==> src/include/ovd_pkg.sv <==
// Shared constants and types for the overcurrent response and diag switch block
package ovd_pkg;

  // Register offsets
  localparam logic [7:0] REG_AO_CFG = 8'h02;
  localparam logic [7:0] REG_CHNL   = 8'h03;
  localparam logic [7:0] REG_STAT   = 8'h10;
  localparam logic [7:0] REG_MASK   = 8'h11;
  localparam logic [7:0] REG_STATE  = 8'h12;

  // Field positions
  localparam int AO_CFG_LSB  = 16;
  localparam int OVC_SEL_BIT = 3;
  localparam int DIAG_MSB    = 23;
  localparam int CHSEL_LSB   = 8;
  localparam int RSVD_W      = 8;

  // Output configuration codes
  localparam logic [3:0] CFG_HIZ   = 4'h0;
  localparam logic [3:0] CFG_V25   = 4'h1;
  localparam logic [3:0] CFG_V12P5 = 4'h2;
  localparam logic [3:0] CFG_I25   = 4'h6;
  localparam logic [3:0] CFG_I2P5  = 4'h8;

  // Reset values
  localparam logic [23:0] CHNL_RST  = 24'h000000;
  localparam logic [3:0]  CFG_RST   = 4'h0;
  localparam logic        OVC_SEL_RST = 1'b0;

  // Retry interval
  localparam int RETRY_MS          = 6;
  localparam int CLK_KHZ           = 100000;
  localparam int RETRY_CYCLES_DFLT = RETRY_MS * CLK_KHZ;

  typedef enum logic [0:0] {ST_RUN, ST_RETRY} ovd_state_t;

  // Sticky events
  typedef struct packed {
    logic inv_cfg;
    logic ovc_gone;
    logic ovc_hit;
  } ovd_evt_t;

  function automatic logic cfg_valid(input logic [3:0] c);
    return (c == CFG_HIZ) || (c == CFG_V25) || (c == CFG_V12P5) ||
           (c == CFG_I25) || (c == CFG_I2P5);
  endfunction

  function automatic logic cfg_vmode(input logic [3:0] c);
    return (c == CFG_V25) || (c == CFG_V12P5);
  endfunction

endpackage

==> src/rtl/ovd_ctrl.sv <==
// Overcurrent response control and channel diag/select register bank
//
// Operation
// (RQ1) Select 0: overcurrent in voltage mode goes high impedance, retries every 6ms.
// (RQ2) Automatic mode: retry finding overcurrent gone restores previous output config.
// (RQ3) Select 1: overcurrent goes high impedance and clears output config to 0000.
// (RQ4) After host shutdown output stays high impedance until software writes config.
// (RQ5) Diag field: 00 open, 01 ground, 10 high supply, 11 both.
// (RQ6) Response select acts only in voltage output mode.
// (RQ7) Voltage modes are 0001 and 0010; high impedance is 0000.
// (RQ8) Channel register bits 7..0 read zero and ignore writes.
//
// Local design decision: the strobed register port.
`timescale 1ns/1ps
module ovd_ctrl #(
  parameter int RETRY_CYCLES = ovd_pkg::RETRY_CYCLES_DFLT  // Retry interval in clocks
) (
  input  wire logic        clk,       // Device clock, 100 MHz
  input  wire logic        rst,       // Async reset, active high
  input  wire logic [7:0]  addr,      // Register address
  input  wire logic [23:0] wdata,     // Write data
  input  wire logic        wr_en,     // Write strobe
  input  wire logic        rd_en,     // Read strobe
  output logic      [23:0] rdata,     // Read data, cycle after rd_en
  input  wire logic        ovc_pin,   // Overcurrent detect, asynchronous
  output logic      [3:0]  ao_cfg,    // Effective output configuration
  output logic             ao_hiz,    // Output held high impedance
  output logic      [3:0]  chan_sel,  // Conversion channel select
  output logic      [5:0]  diag_gnd,  // Diag path to ground, input 1 at bit 0
  output logic      [5:0]  diag_hi,   // Diag path to high supply
  output logic             irq        // Level interrupt
);

  // Parameter check
  generate
    if (RETRY_CYCLES < 2) begin : g_bad
      $error("RETRY_CYCLES must be at least 2");
    end
  endgenerate

  localparam logic [31:0] RETRY_LAST = 32'(RETRY_CYCLES - 1);

  logic ovc_s;

  // Overcurrent pin crosses in through two flops
  ovd_sync2 u_sync (
    .clk (clk),
    .rst (rst),
    .d   (ovc_pin),
    .q   (ovc_s)
  );

  ovd_pkg::ovd_state_t st_reg;
  ovd_pkg::ovd_state_t st_next;
  logic [31:0]         cnt_reg;
  logic [31:0]         cnt_next;
  logic [3:0]          cfg_reg;
  logic [3:0]          cfg_next;
  logic                sel_reg;
  logic                sel_next;
  logic [23:0]         chan_reg;
  logic [23:0]         chan_next;
  ovd_pkg::ovd_evt_t   stat_reg;
  ovd_pkg::ovd_evt_t   stat_next;
  ovd_pkg::ovd_evt_t   mask_reg;
  ovd_pkg::ovd_evt_t   mask_next;
  ovd_pkg::ovd_evt_t   evt;
  ovd_pkg::ovd_evt_t   w1c;
  logic [3:0]          aocfg_reg;
  logic [3:0]          aocfg_next;
  logic                hiz_reg;
  logic                hiz_next;
  logic                irq_reg;
  logic                irq_next;
  logic [23:0]         rdata_reg;
  logic [23:0]         rdata_next;
  logic [3:0]          wcfg;
  logic                wr_ao;

  assign wcfg  = wdata[ovd_pkg::AO_CFG_LSB +: 4];
  assign wr_ao = wr_en && (addr == ovd_pkg::REG_AO_CFG);

  // Register writes, response state machine and events
  always_comb begin
    st_next   = st_reg;
    cnt_next  = cnt_reg;
    cfg_next  = cfg_reg;
    sel_next  = sel_reg;
    chan_next = chan_reg;
    mask_next = mask_reg;
    evt       = '0;
    w1c       = '0;
    if (wr_ao) begin
      sel_next = wdata[ovd_pkg::OVC_SEL_BIT];
      // Config is frozen during an automatic retry so the restore stays intact
      if (st_reg == ovd_pkg::ST_RUN) begin
        if (ovd_pkg::cfg_valid(wcfg)) begin
          cfg_next = wcfg;  // [RQ4]
        end else begin
          evt.inv_cfg = 1'b1;
        end
      end
    end
    if (wr_en && (addr == ovd_pkg::REG_CHNL)) begin
      chan_next = {wdata[23:ovd_pkg::RSVD_W], 8'h00};  // [RQ8]
    end
    if (wr_en && (addr == ovd_pkg::REG_MASK)) begin
      mask_next = wdata[2:0];
    end
    if (wr_en && (addr == ovd_pkg::REG_STAT)) begin
      w1c = wdata[2:0];
    end
    unique case (st_reg)
      ovd_pkg::ST_RUN: begin
        // Only voltage modes react to the select bit
        if (ovc_s && ovd_pkg::cfg_vmode(cfg_reg)) begin  // [RQ6] [RQ7]
          evt.ovc_hit = 1'b1;
          if (!sel_reg) begin
            st_next  = ovd_pkg::ST_RETRY;  // [RQ1]
            cnt_next = 32'h0;
          end else begin
            cfg_next = ovd_pkg::CFG_HIZ;  // [RQ3]
          end
        end
      end
      ovd_pkg::ST_RETRY: begin
        if (cnt_reg == RETRY_LAST) begin
          cnt_next = 32'h0;  // [RQ1]
          if (!ovc_s) begin
            st_next      = ovd_pkg::ST_RUN;  // [RQ2]
            evt.ovc_gone = 1'b1;
          end
        end else begin
          cnt_next = cnt_reg + 32'h1;
        end
      end
    endcase
    // A new event beats a clear in the same cycle
    stat_next = (stat_reg & ~w1c) | evt;
  end

  // Output drive follows state: retry or code 0000 means high impedance
  always_comb begin
    aocfg_next = (st_next == ovd_pkg::ST_RETRY) ? ovd_pkg::CFG_HIZ : cfg_next;  // [RQ1]
    hiz_next   = (aocfg_next == ovd_pkg::CFG_HIZ);  // [RQ4] [RQ7]
    irq_next   = |(stat_next & mask_next);
  end

  // Read mux; unmapped addresses answer zero
  always_comb begin
    rdata_next = 24'h000000;
    if (rd_en) begin
      case (addr)
        ovd_pkg::REG_AO_CFG: begin
          rdata_next[ovd_pkg::AO_CFG_LSB +: 4] = cfg_reg;
          rdata_next[ovd_pkg::OVC_SEL_BIT]     = sel_reg;
        end
        ovd_pkg::REG_CHNL:  rdata_next = chan_reg;  // [RQ8]
        ovd_pkg::REG_STAT:  rdata_next[2:0] = stat_reg;
        ovd_pkg::REG_MASK:  rdata_next[2:0] = mask_reg;
        ovd_pkg::REG_STATE: rdata_next[1:0] = {ovc_s, st_reg == ovd_pkg::ST_RETRY};
        default:            rdata_next = 24'h000000;
      endcase
    end
  end

  always_ff @(posedge clk or posedge rst) begin
    if (rst) begin
      st_reg    <= ovd_pkg::ST_RUN;
      cnt_reg   <= 32'h0;
      cfg_reg   <= ovd_pkg::CFG_RST;
      sel_reg   <= ovd_pkg::OVC_SEL_RST;
      chan_reg  <= ovd_pkg::CHNL_RST;
      stat_reg  <= '0;
      mask_reg  <= '0;
      aocfg_reg <= ovd_pkg::CFG_HIZ;
      hiz_reg   <= 1'b1;
      irq_reg   <= 1'b0;
      rdata_reg <= 24'h000000;
    end else begin
      st_reg    <= st_next;
      cnt_reg   <= cnt_next;
      cfg_reg   <= cfg_next;
      sel_reg   <= sel_next;
      chan_reg  <= chan_next;
      stat_reg  <= stat_next;
      mask_reg  <= mask_next;
      aocfg_reg <= aocfg_next;
      hiz_reg   <= hiz_next;
      irq_reg   <= irq_next;
      rdata_reg <= rdata_next;
    end
  end

  // Diag switch drivers, one per analog input
  genvar gi;
  generate
    for (gi = 0; gi < 6; gi++) begin : g_diag
      ovd_diag_sw u_sw (
        .clk    (clk),
        .rst    (rst),
        .code   (chan_reg[ovd_pkg::DIAG_MSB - 2*gi -: 2]),
        .to_gnd (diag_gnd[gi]),
        .to_hi  (diag_hi[gi])
      );
    end
  endgenerate

  // Channel select is a registered copy of the stored field; it lands one cycle after the channel register
  logic [3:0] chsel_reg;
  logic [3:0] chsel_next;

  always_comb begin
    chsel_next = chan_reg[ovd_pkg::CHSEL_LSB +: 4];
  end

  always_ff @(posedge clk or posedge rst) begin
    if (rst) begin
      chsel_reg <= 4'h0;
    end else begin
      chsel_reg <= chsel_next;
    end
  end

  assign rdata    = rdata_reg;
  assign ao_cfg   = aocfg_reg;
  assign ao_hiz   = hiz_reg;
  assign chan_sel = chsel_reg;
  assign irq      = irq_reg;

  // Checks
  logic trip_auto;
  logic trip_host;
  logic retry_end;

  assign trip_auto = (st_reg == ovd_pkg::ST_RUN) && ovc_s &&
                     ovd_pkg::cfg_vmode(cfg_reg) && !sel_reg;
  assign trip_host = (st_reg == ovd_pkg::ST_RUN) && ovc_s &&
                     ovd_pkg::cfg_vmode(cfg_reg) && sel_reg;
  assign retry_end = (st_reg == ovd_pkg::ST_RETRY) && (cnt_reg == RETRY_LAST);

  property p_rq1_trip;
    @(posedge clk) disable iff (rst)
    trip_auto |=> ao_hiz && (st_reg == ovd_pkg::ST_RETRY) && (cnt_reg == 32'h0);
  endproperty
  a_rq1_trip: assert property (p_rq1_trip) else $error("auto trip not hiz"); // [RQ1]

  property p_rq1_retry;
    @(posedge clk) disable iff (rst)
    (retry_end && ovc_s) |=> (st_reg == ovd_pkg::ST_RETRY) && (cnt_reg == 32'h0) && ao_hiz;
  endproperty
  a_rq1_retry: assert property (p_rq1_retry) else $error("retry did not restart"); // [RQ1]

  property p_rq2_restore;
    @(posedge clk) disable iff (rst)
    (retry_end && !ovc_s) |=> !ao_hiz && (ao_cfg == $past(cfg_reg));
  endproperty
  a_rq2_restore: assert property (p_rq2_restore) else $error("config not restored"); // [RQ2]

  property p_rq3_host;
    @(posedge clk) disable iff (rst)
    trip_host |=> (cfg_reg == ovd_pkg::CFG_HIZ) && ao_hiz;
  endproperty
  a_rq3_host: assert property (p_rq3_host) else $error("host trip not cleared"); // [RQ3]

  property p_rq4_hold;
    @(posedge clk) disable iff (rst)
    (cfg_reg == ovd_pkg::CFG_HIZ) && (st_reg == ovd_pkg::ST_RUN) && !wr_ao
      |=> ao_hiz && (cfg_reg == ovd_pkg::CFG_HIZ);
  endproperty
  a_rq4_hold: assert property (p_rq4_hold) else $error("hiz left without write"); // [RQ4]

  property p_rq5_diag;
    @(posedge clk) disable iff (rst)
    1'b1 |=> (diag_gnd[0] == $past(chan_reg[22])) && (diag_hi[0] == $past(chan_reg[23]))
          && (diag_gnd[5] == $past(chan_reg[12])) && (diag_hi[5] == $past(chan_reg[13]));
  endproperty
  a_rq5_diag: assert property (p_rq5_diag) else $error("diag decode wrong"); // [RQ5]

  property p_rq6_other;
    @(posedge clk) disable iff (rst)
    (st_reg == ovd_pkg::ST_RUN) && !ovd_pkg::cfg_vmode(cfg_reg) |=> st_reg == ovd_pkg::ST_RUN;
  endproperty
  a_rq6_other: assert property (p_rq6_other) else $error("select acted outside vmode"); // [RQ6]

  property p_rq7_codes;
    @(posedge clk) disable iff (rst)
    (st_reg == ovd_pkg::ST_RETRY) |-> ovd_pkg::cfg_vmode(cfg_reg) && ao_hiz;
  endproperty
  a_rq7_codes: assert property (p_rq7_codes) else $error("retry outside vmode"); // [RQ7]

  property p_rq8_rsvd;
    @(posedge clk) disable iff (rst)
    (rd_en && (addr == ovd_pkg::REG_CHNL)) |=> (rdata[7:0] == 8'h00) && (chan_reg[7:0] == 8'h00);
  endproperty
  a_rq8_rsvd: assert property (p_rq8_rsvd) else $error("reserved bits not zero"); // [RQ8]

  c_auto: cover property (@(posedge clk) disable iff (rst) retry_end && !ovc_s);
  c_host: cover property (@(posedge clk) disable iff (rst) trip_host);
  c_irq:  cover property (@(posedge clk) disable iff (rst) $rose(irq));
  c_again: cover property (@(posedge clk) disable iff (rst) retry_end && ovc_s);

endmodule

==> src/rtl/ovd_diag_sw.sv <==
// Registered decode of one 2-bit diagnostic switch field
`timescale 1ns/1ps
module ovd_diag_sw (
  input  wire logic       clk,     // Device clock
  input  wire logic       rst,     // Async reset
  input  wire logic [1:0] code,    // Switch field
  output logic            to_gnd,  // Path to analog ground closed
  output logic            to_hi    // Path to high supply closed
);
  logic gnd_reg;
  logic gnd_next;
  logic hi_reg;
  logic hi_next;

  // 00 open, 01 ground, 10 high supply, 11 both
  always_comb begin
    gnd_next = code[0];  // [RQ5]
    hi_next  = code[1];  // [RQ5]
  end

  always_ff @(posedge clk or posedge rst) begin
    if (rst) begin
      gnd_reg <= 1'b0;
      hi_reg  <= 1'b0;
    end else begin
      gnd_reg <= gnd_next;
      hi_reg  <= hi_next;
    end
  end

  assign to_gnd = gnd_reg;
  assign to_hi  = hi_reg;
endmodule

==> src/rtl/ovd_sync2.sv <==
// Two-flop synchroniser for the overcurrent detect pin
`timescale 1ns/1ps
module ovd_sync2 (
  input  wire logic clk,  // Device clock
  input  wire logic rst,  // Async reset
  input  wire logic d,    // Asynchronous level
  output logic      q     // Synchronised level
);
  logic meta_reg;
  logic q_reg;

  // First stage feeds only the second
  always_ff @(posedge clk or posedge rst) begin
    if (rst) begin
      meta_reg <= 1'b0;
      q_reg    <= 1'b0;
    end else begin
      meta_reg <= d;
      q_reg    <= meta_reg;
    end
  end

  assign q = q_reg;
endmodule

==> config.mk <==
export PLATFORM = sky130hd
export DESIGN_NAME = ovd_ctrl
export DESIGN_NICKNAME = d
export VERILOG_FILES = /design/src/include/ovd_pkg.sv /design/src/rtl/ovd_ctrl.sv /design/src/rtl/ovd_diag_sw.sv /design/src/rtl/ovd_sync2.sv
export SDC_FILE = /design/constraint.sdc
export NUM_CORES = 1
export LEC_CHECK = 0
export BUFFER_PORTS_ARGS = -buffer_cell sky130_fd_sc_hd__buf_4
export CORE_MARGIN = 4
export CORE_UTILIZATION = 35
export DETAILED_ROUTE_END_ITERATION = 8
export SKIP_LAST_GASP = 1
export SLEW_MARGIN = 10
export SYNTH_ARGS = -nofsm -noshare
export SYNTH_HDL_FRONTEND = slang
export SYNTH_SLANG_ARGS = --single-unit
==> constraint.sdc <==
create_clock -name clk -period 3.6 [get_ports clk]
set_input_delay 0 -clock clk [delete_from_list [all_inputs] [get_ports clk]]
set_output_delay 0 -clock clk [all_outputs]
set_load 0.01 [all_outputs]
==> results.py <==
metrics = {
    "die": {
        "die_height_um": 122.7,
        "fp.coreArea_um2": 12770,
        "num_rows": 41,
        "dieArea_um2": 15060,
        "initial_utilization_pct": 36.06,
        "ios": 83,
        "dieWidth_um": 122.7,
    },
    "sta": {
        "hold_viol": 0,
        "tightest_slew_ns": 1.041,
        "achievable-frequency_ghz": 0.3730,
        "worst_slack_ns": 0.9193,
        "setup_viols_final": 0,
        "post-route-period-util_pct": 74.46,
        "fin_setup_tns_ns": 0,
        "slew_violations": 0,
        "maxSlewHeadroom_pct": 30.62,
        "min_period_ns": 2.681,
        "setup_repair_after_global_routing_missed_its_margin": "false",
        "clock_skew_ns": 0.007266,
    },
    "clock_tree": {
        "clock_tree_root_buffer_cell": "sky130_fd_sc_hd__clkbuf_16",
        "cts_buffer_depth": 2,
        "post-cts-setup-buffers": 0,
        "cts_bufs_inserted": 9,
        "clock_latency_ns": 0.34,
        "cts_max_level": 3,
        "numClockSinks": 104,
        "clkTransAtPathRegs_ns": 0.07,
        "tritoncts": "done",
    },
    "power_and_ir_drop": {
        "p_comb_share_pct": 9.7,
        "power.clock.fraction_pct": 38.4,
        "max_rail_drop_vdd_uv": 203.0,
        "cellPowerDensity_nw_per_um2": 427.0,
        "power_switching_share_pct": 25.21,
        "cellLeakagePower_uw": 0.002900,
        "internal_power_uw": 1855,
        "power.switching_uw": 625.3,
        "power.share.sequential_pct": 51.9,
    },
    "detailed_routing": {
        "post-route-drc-count": 0,
        "detail_route.wirelength_um": 10110,
        "avgViaCountPerCell": 4.991,
        "detail_route.wl_per_cell_um": 14.89,
        "detailroute.via_count": 3389,
        "drt_pass1_iterations": 4,
        "drt_iter0_drc": 238,
        "drtAntennaViolNets": 0,
    },
    "cells_and_area": {
        "area_growth_from_synthesis_to_layout_pct": 26.11,
        "finalCoreUtilization_pct": 45.47,
        "largest_register_ffs": 32,
        "layout.cell_area.non_filler_um2": 5808,
        "fin_nets": 539,
        "final.fill_count": 1165,
        "drive_above_1_share_pct": 27.87,
        "seqCellArea_um2": 2604,
        "multiInputGateArea_um2": 1797,
    },
    "logic_synthesis": {
        "synthMostInstantiatedCell": "sky130_fd_sc_hd__dfrtp_1",
        "yosysSeqAreaShare_pct": 56.53,
        "avgSynthCellArea_um2": 11.10,
        "synthesis.instances": 415,
        "synth.largest_area_cell": "sky130_fd_sc_hd__dfrtp_1",
        "netlist_top_cells_count": "103 x sky130_fd_sc_hd__dfrtp_1, 41 x sky130_fd_sc_hd__nand2_1, 24 x sky130_fd_sc_hd__mux2_2",
        "cell_area_synth_um2": 4606,
        "yosys.cell_types.count": 60,
        "synth-async-reset-ratio_pct": 100.0,
        "synth.ff_latch_count": 104,
        "number_of_warnings_issued_by_yosys": 0,
        "synth-main-ff-cell": "sky130_fd_sc_hd__dfrtp_1",
        "netlist.area_leader.share_pct": 55.96,
        "post_synth_main_area_contributors": "sky130_fd_sc_hd__dfrtp_1 56%, sky130_fd_sc_hd__mux2_2 5.9%, sky130_fd_sc_hd__nand2_1 3.3%, sky130_fd_sc_hd__buf_4 2.6%, sky130_fd_sc_hd__a31oi_1 2.6%",
        "number_of_enable_flip_flop_cells_after_synthesis": 0,
    },
    "setup_path": {
        "timing.critical_path.to_type": "register",
        "crit_path_max_fanout": 29,
        "data_arrival_time_of_the_critical_path_ns": 2.92,
        "timing_worst_setup_path_type": "reg2reg",
        "category_of_the_worst_setup_path_launch_point": "register",
        "critical_path_required_ns": 3.84,
    },
    "grt": {
        "initial_antenna_violation_count": 0,
        "grt_first_pass_wirelength_um": 16540,
        "grt_pass1_vias": 3368,
        "grt.overflow.total": 0,
        "grt_max_degree": 86,
        "grt_use_total_pct": 13.83,
    },
    "placed_design": {
        "pre_cts_slack_ns": 0.8193,
        "place_hpwl_um": 6878,
        "placement.io_buffers": 74,
        "placed_cell_area_um2": 5255,
        "place_congestion": 0.7472,
    },
    "job": {
        "max_cap_violations": 0,
    },
    "status": {
        "status": "finished clean",
    },
    "worst_hold_path": {
        "worst_hold_path_type": "in2reg",
    },
}
worst max-delay path, stage by stage, from the launching register on:
cell	delay (ns)
sky130_fd_sc_hd__dfrtp_1	0.40
sky130_fd_sc_hd__or4_1	0.54
sky130_fd_sc_hd__nor3_1	0.57
sky130_fd_sc_hd__a31oi_4	0.42
sky130_fd_sc_hd__buf_4	0.32
sky130_fd_sc_hd__a21o_1	0.16
sky130_fd_sc_hd__a21o_1	0.17
power by group through the flow:
stage / clock [µW] / sequential [µW] / combinational (µW)
floorplan: 0 / 1300 / 154
global placement: 0 / 1310 / 213
detailed placement: 0 / 1310 / 222
CTS: 981 / 1290 / 243
global route: 1040 / 1300 / 276
finish: 953 / 1290 / 240
cell type report:
type | instances | share of cell area, %
Multi-Input combinational cell | 269 | 30.93
Tap cell | 172 | 3.705
Sequential cell | 104 | 44.83
Clock inverter | 6 | 0.9048
Antenna cell | 1 | 0.04308
Clock buffer | 10 | 4.115
Inverter | 12 | 0.8186
Timing Repair Buffer | 105 | 14.65
cells by family (layout without fill, tap and decap cells):
logic type | count (synthesis) | count (layout) | share of synthesized area (%)
AO/OA/AOI/OAI | 75 | 75 | 11.25
buffers and inverters | 45 | 133 | 5.161
XOR/XNOR | 3 | 3 | 0.5706
AND/OR/NAND/NOR | 158 | 158 | 19.29
adder cells (fa/ha/maj) | 1 | 1 | 0.2716
multiplexers | 28 | 28 | 6.846
flip-flops | 104 | 104 | 56.53
other | 1 | 5 | 0.08142
cell usage in the layout, fill, tap and decap left out, types with 6 or more instances in the layout:
cell type | Yosys | final
sky130_fd_sc_hd__dfrtp_1 | 103 | 103
sky130_fd_sc_hd__buf_4 | 16 | 80
sky130_fd_sc_hd__nand2_1 | 41 | 41
sky130_fd_sc_hd__dlygate4sd3_1 | 0 | 25
sky130_fd_sc_hd__mux2_2 | 24 | 24
sky130_fd_sc_hd__a31oi_1 | 19 | 18
sky130_fd_sc_hd__and3_1 | 17 | 17
sky130_fd_sc_hd__nand3_1 | 14 | 14
sky130_fd_sc_hd__nor2_1 | 14 | 14
sky130_fd_sc_hd__nor3_1 | 11 | 11
sky130_fd_sc_hd__inv_1 | 12 | 11
sky130_fd_sc_hd__a21oi_1 | 11 | 11
sky130_fd_sc_hd__nand4_1 | 10 | 10
sky130_fd_sc_hd__o21ai_0 | 10 | 10
sky130_fd_sc_hd__clkbuf_16 | 0 | 9
sky130_fd_sc_hd__and2_1 | 6 | 6
sky130_fd_sc_hd__a22o_1 | 6 | 6
routing by layer:
metal  part of all wire [%]  global-route usage [%]  wire length [µm]
met3                    4.6                   2.903               463
met4                   0.84                   4.619                85
met5                      0                       0                 0
met2                     49                   23.03              5002
met1                     45                   17.96              4556
final timing paths:
check | from | endpoint | slack (ns) | cells past startpoint
max | cnt_reg[26]$_DFFE_PP0P_ | cnt_reg[29]$_DFFE_PP0P_ | 0.92 | 6
min | rd_en | rdata[3]$_DFF_PP0_ | 0.01 | 2
max reg2reg | cnt_reg[26]$_DFFE_PP0P_ | cnt_reg[29]$_DFFE_PP0P_ | 0.92 | 6
min reg2reg | u_sync.meta_reg$_DFF_PP0_ | u_sync.q$_DFF_PP0_ | 0.35 | 0
max in group asynchronous | rst | chan_reg[9]$_DFFE_PP0P_ | 2.27 | 4
min in group asynchronous | rst | ao_cfg[3]$_DFF_PP0_ | 0.47 | 3
repair_timing:
item / in CTS / in global routing
endpoints found under the hold margin: 108 / 0
gates resized for setup: 0 / 0
hold buffers: 25 / 0
through the flow:
step	std cells	total power, µW	hold slack, ns
finish	679	2480	0.01265
global route	678	2611	0.005868
CTS	678	2510	0.002845
detailed placement	637	1530	0.1135
global placement	637	1520	0.1104
floorplan	418	1451	0.03143
Power figures use the tool's default switching activity.
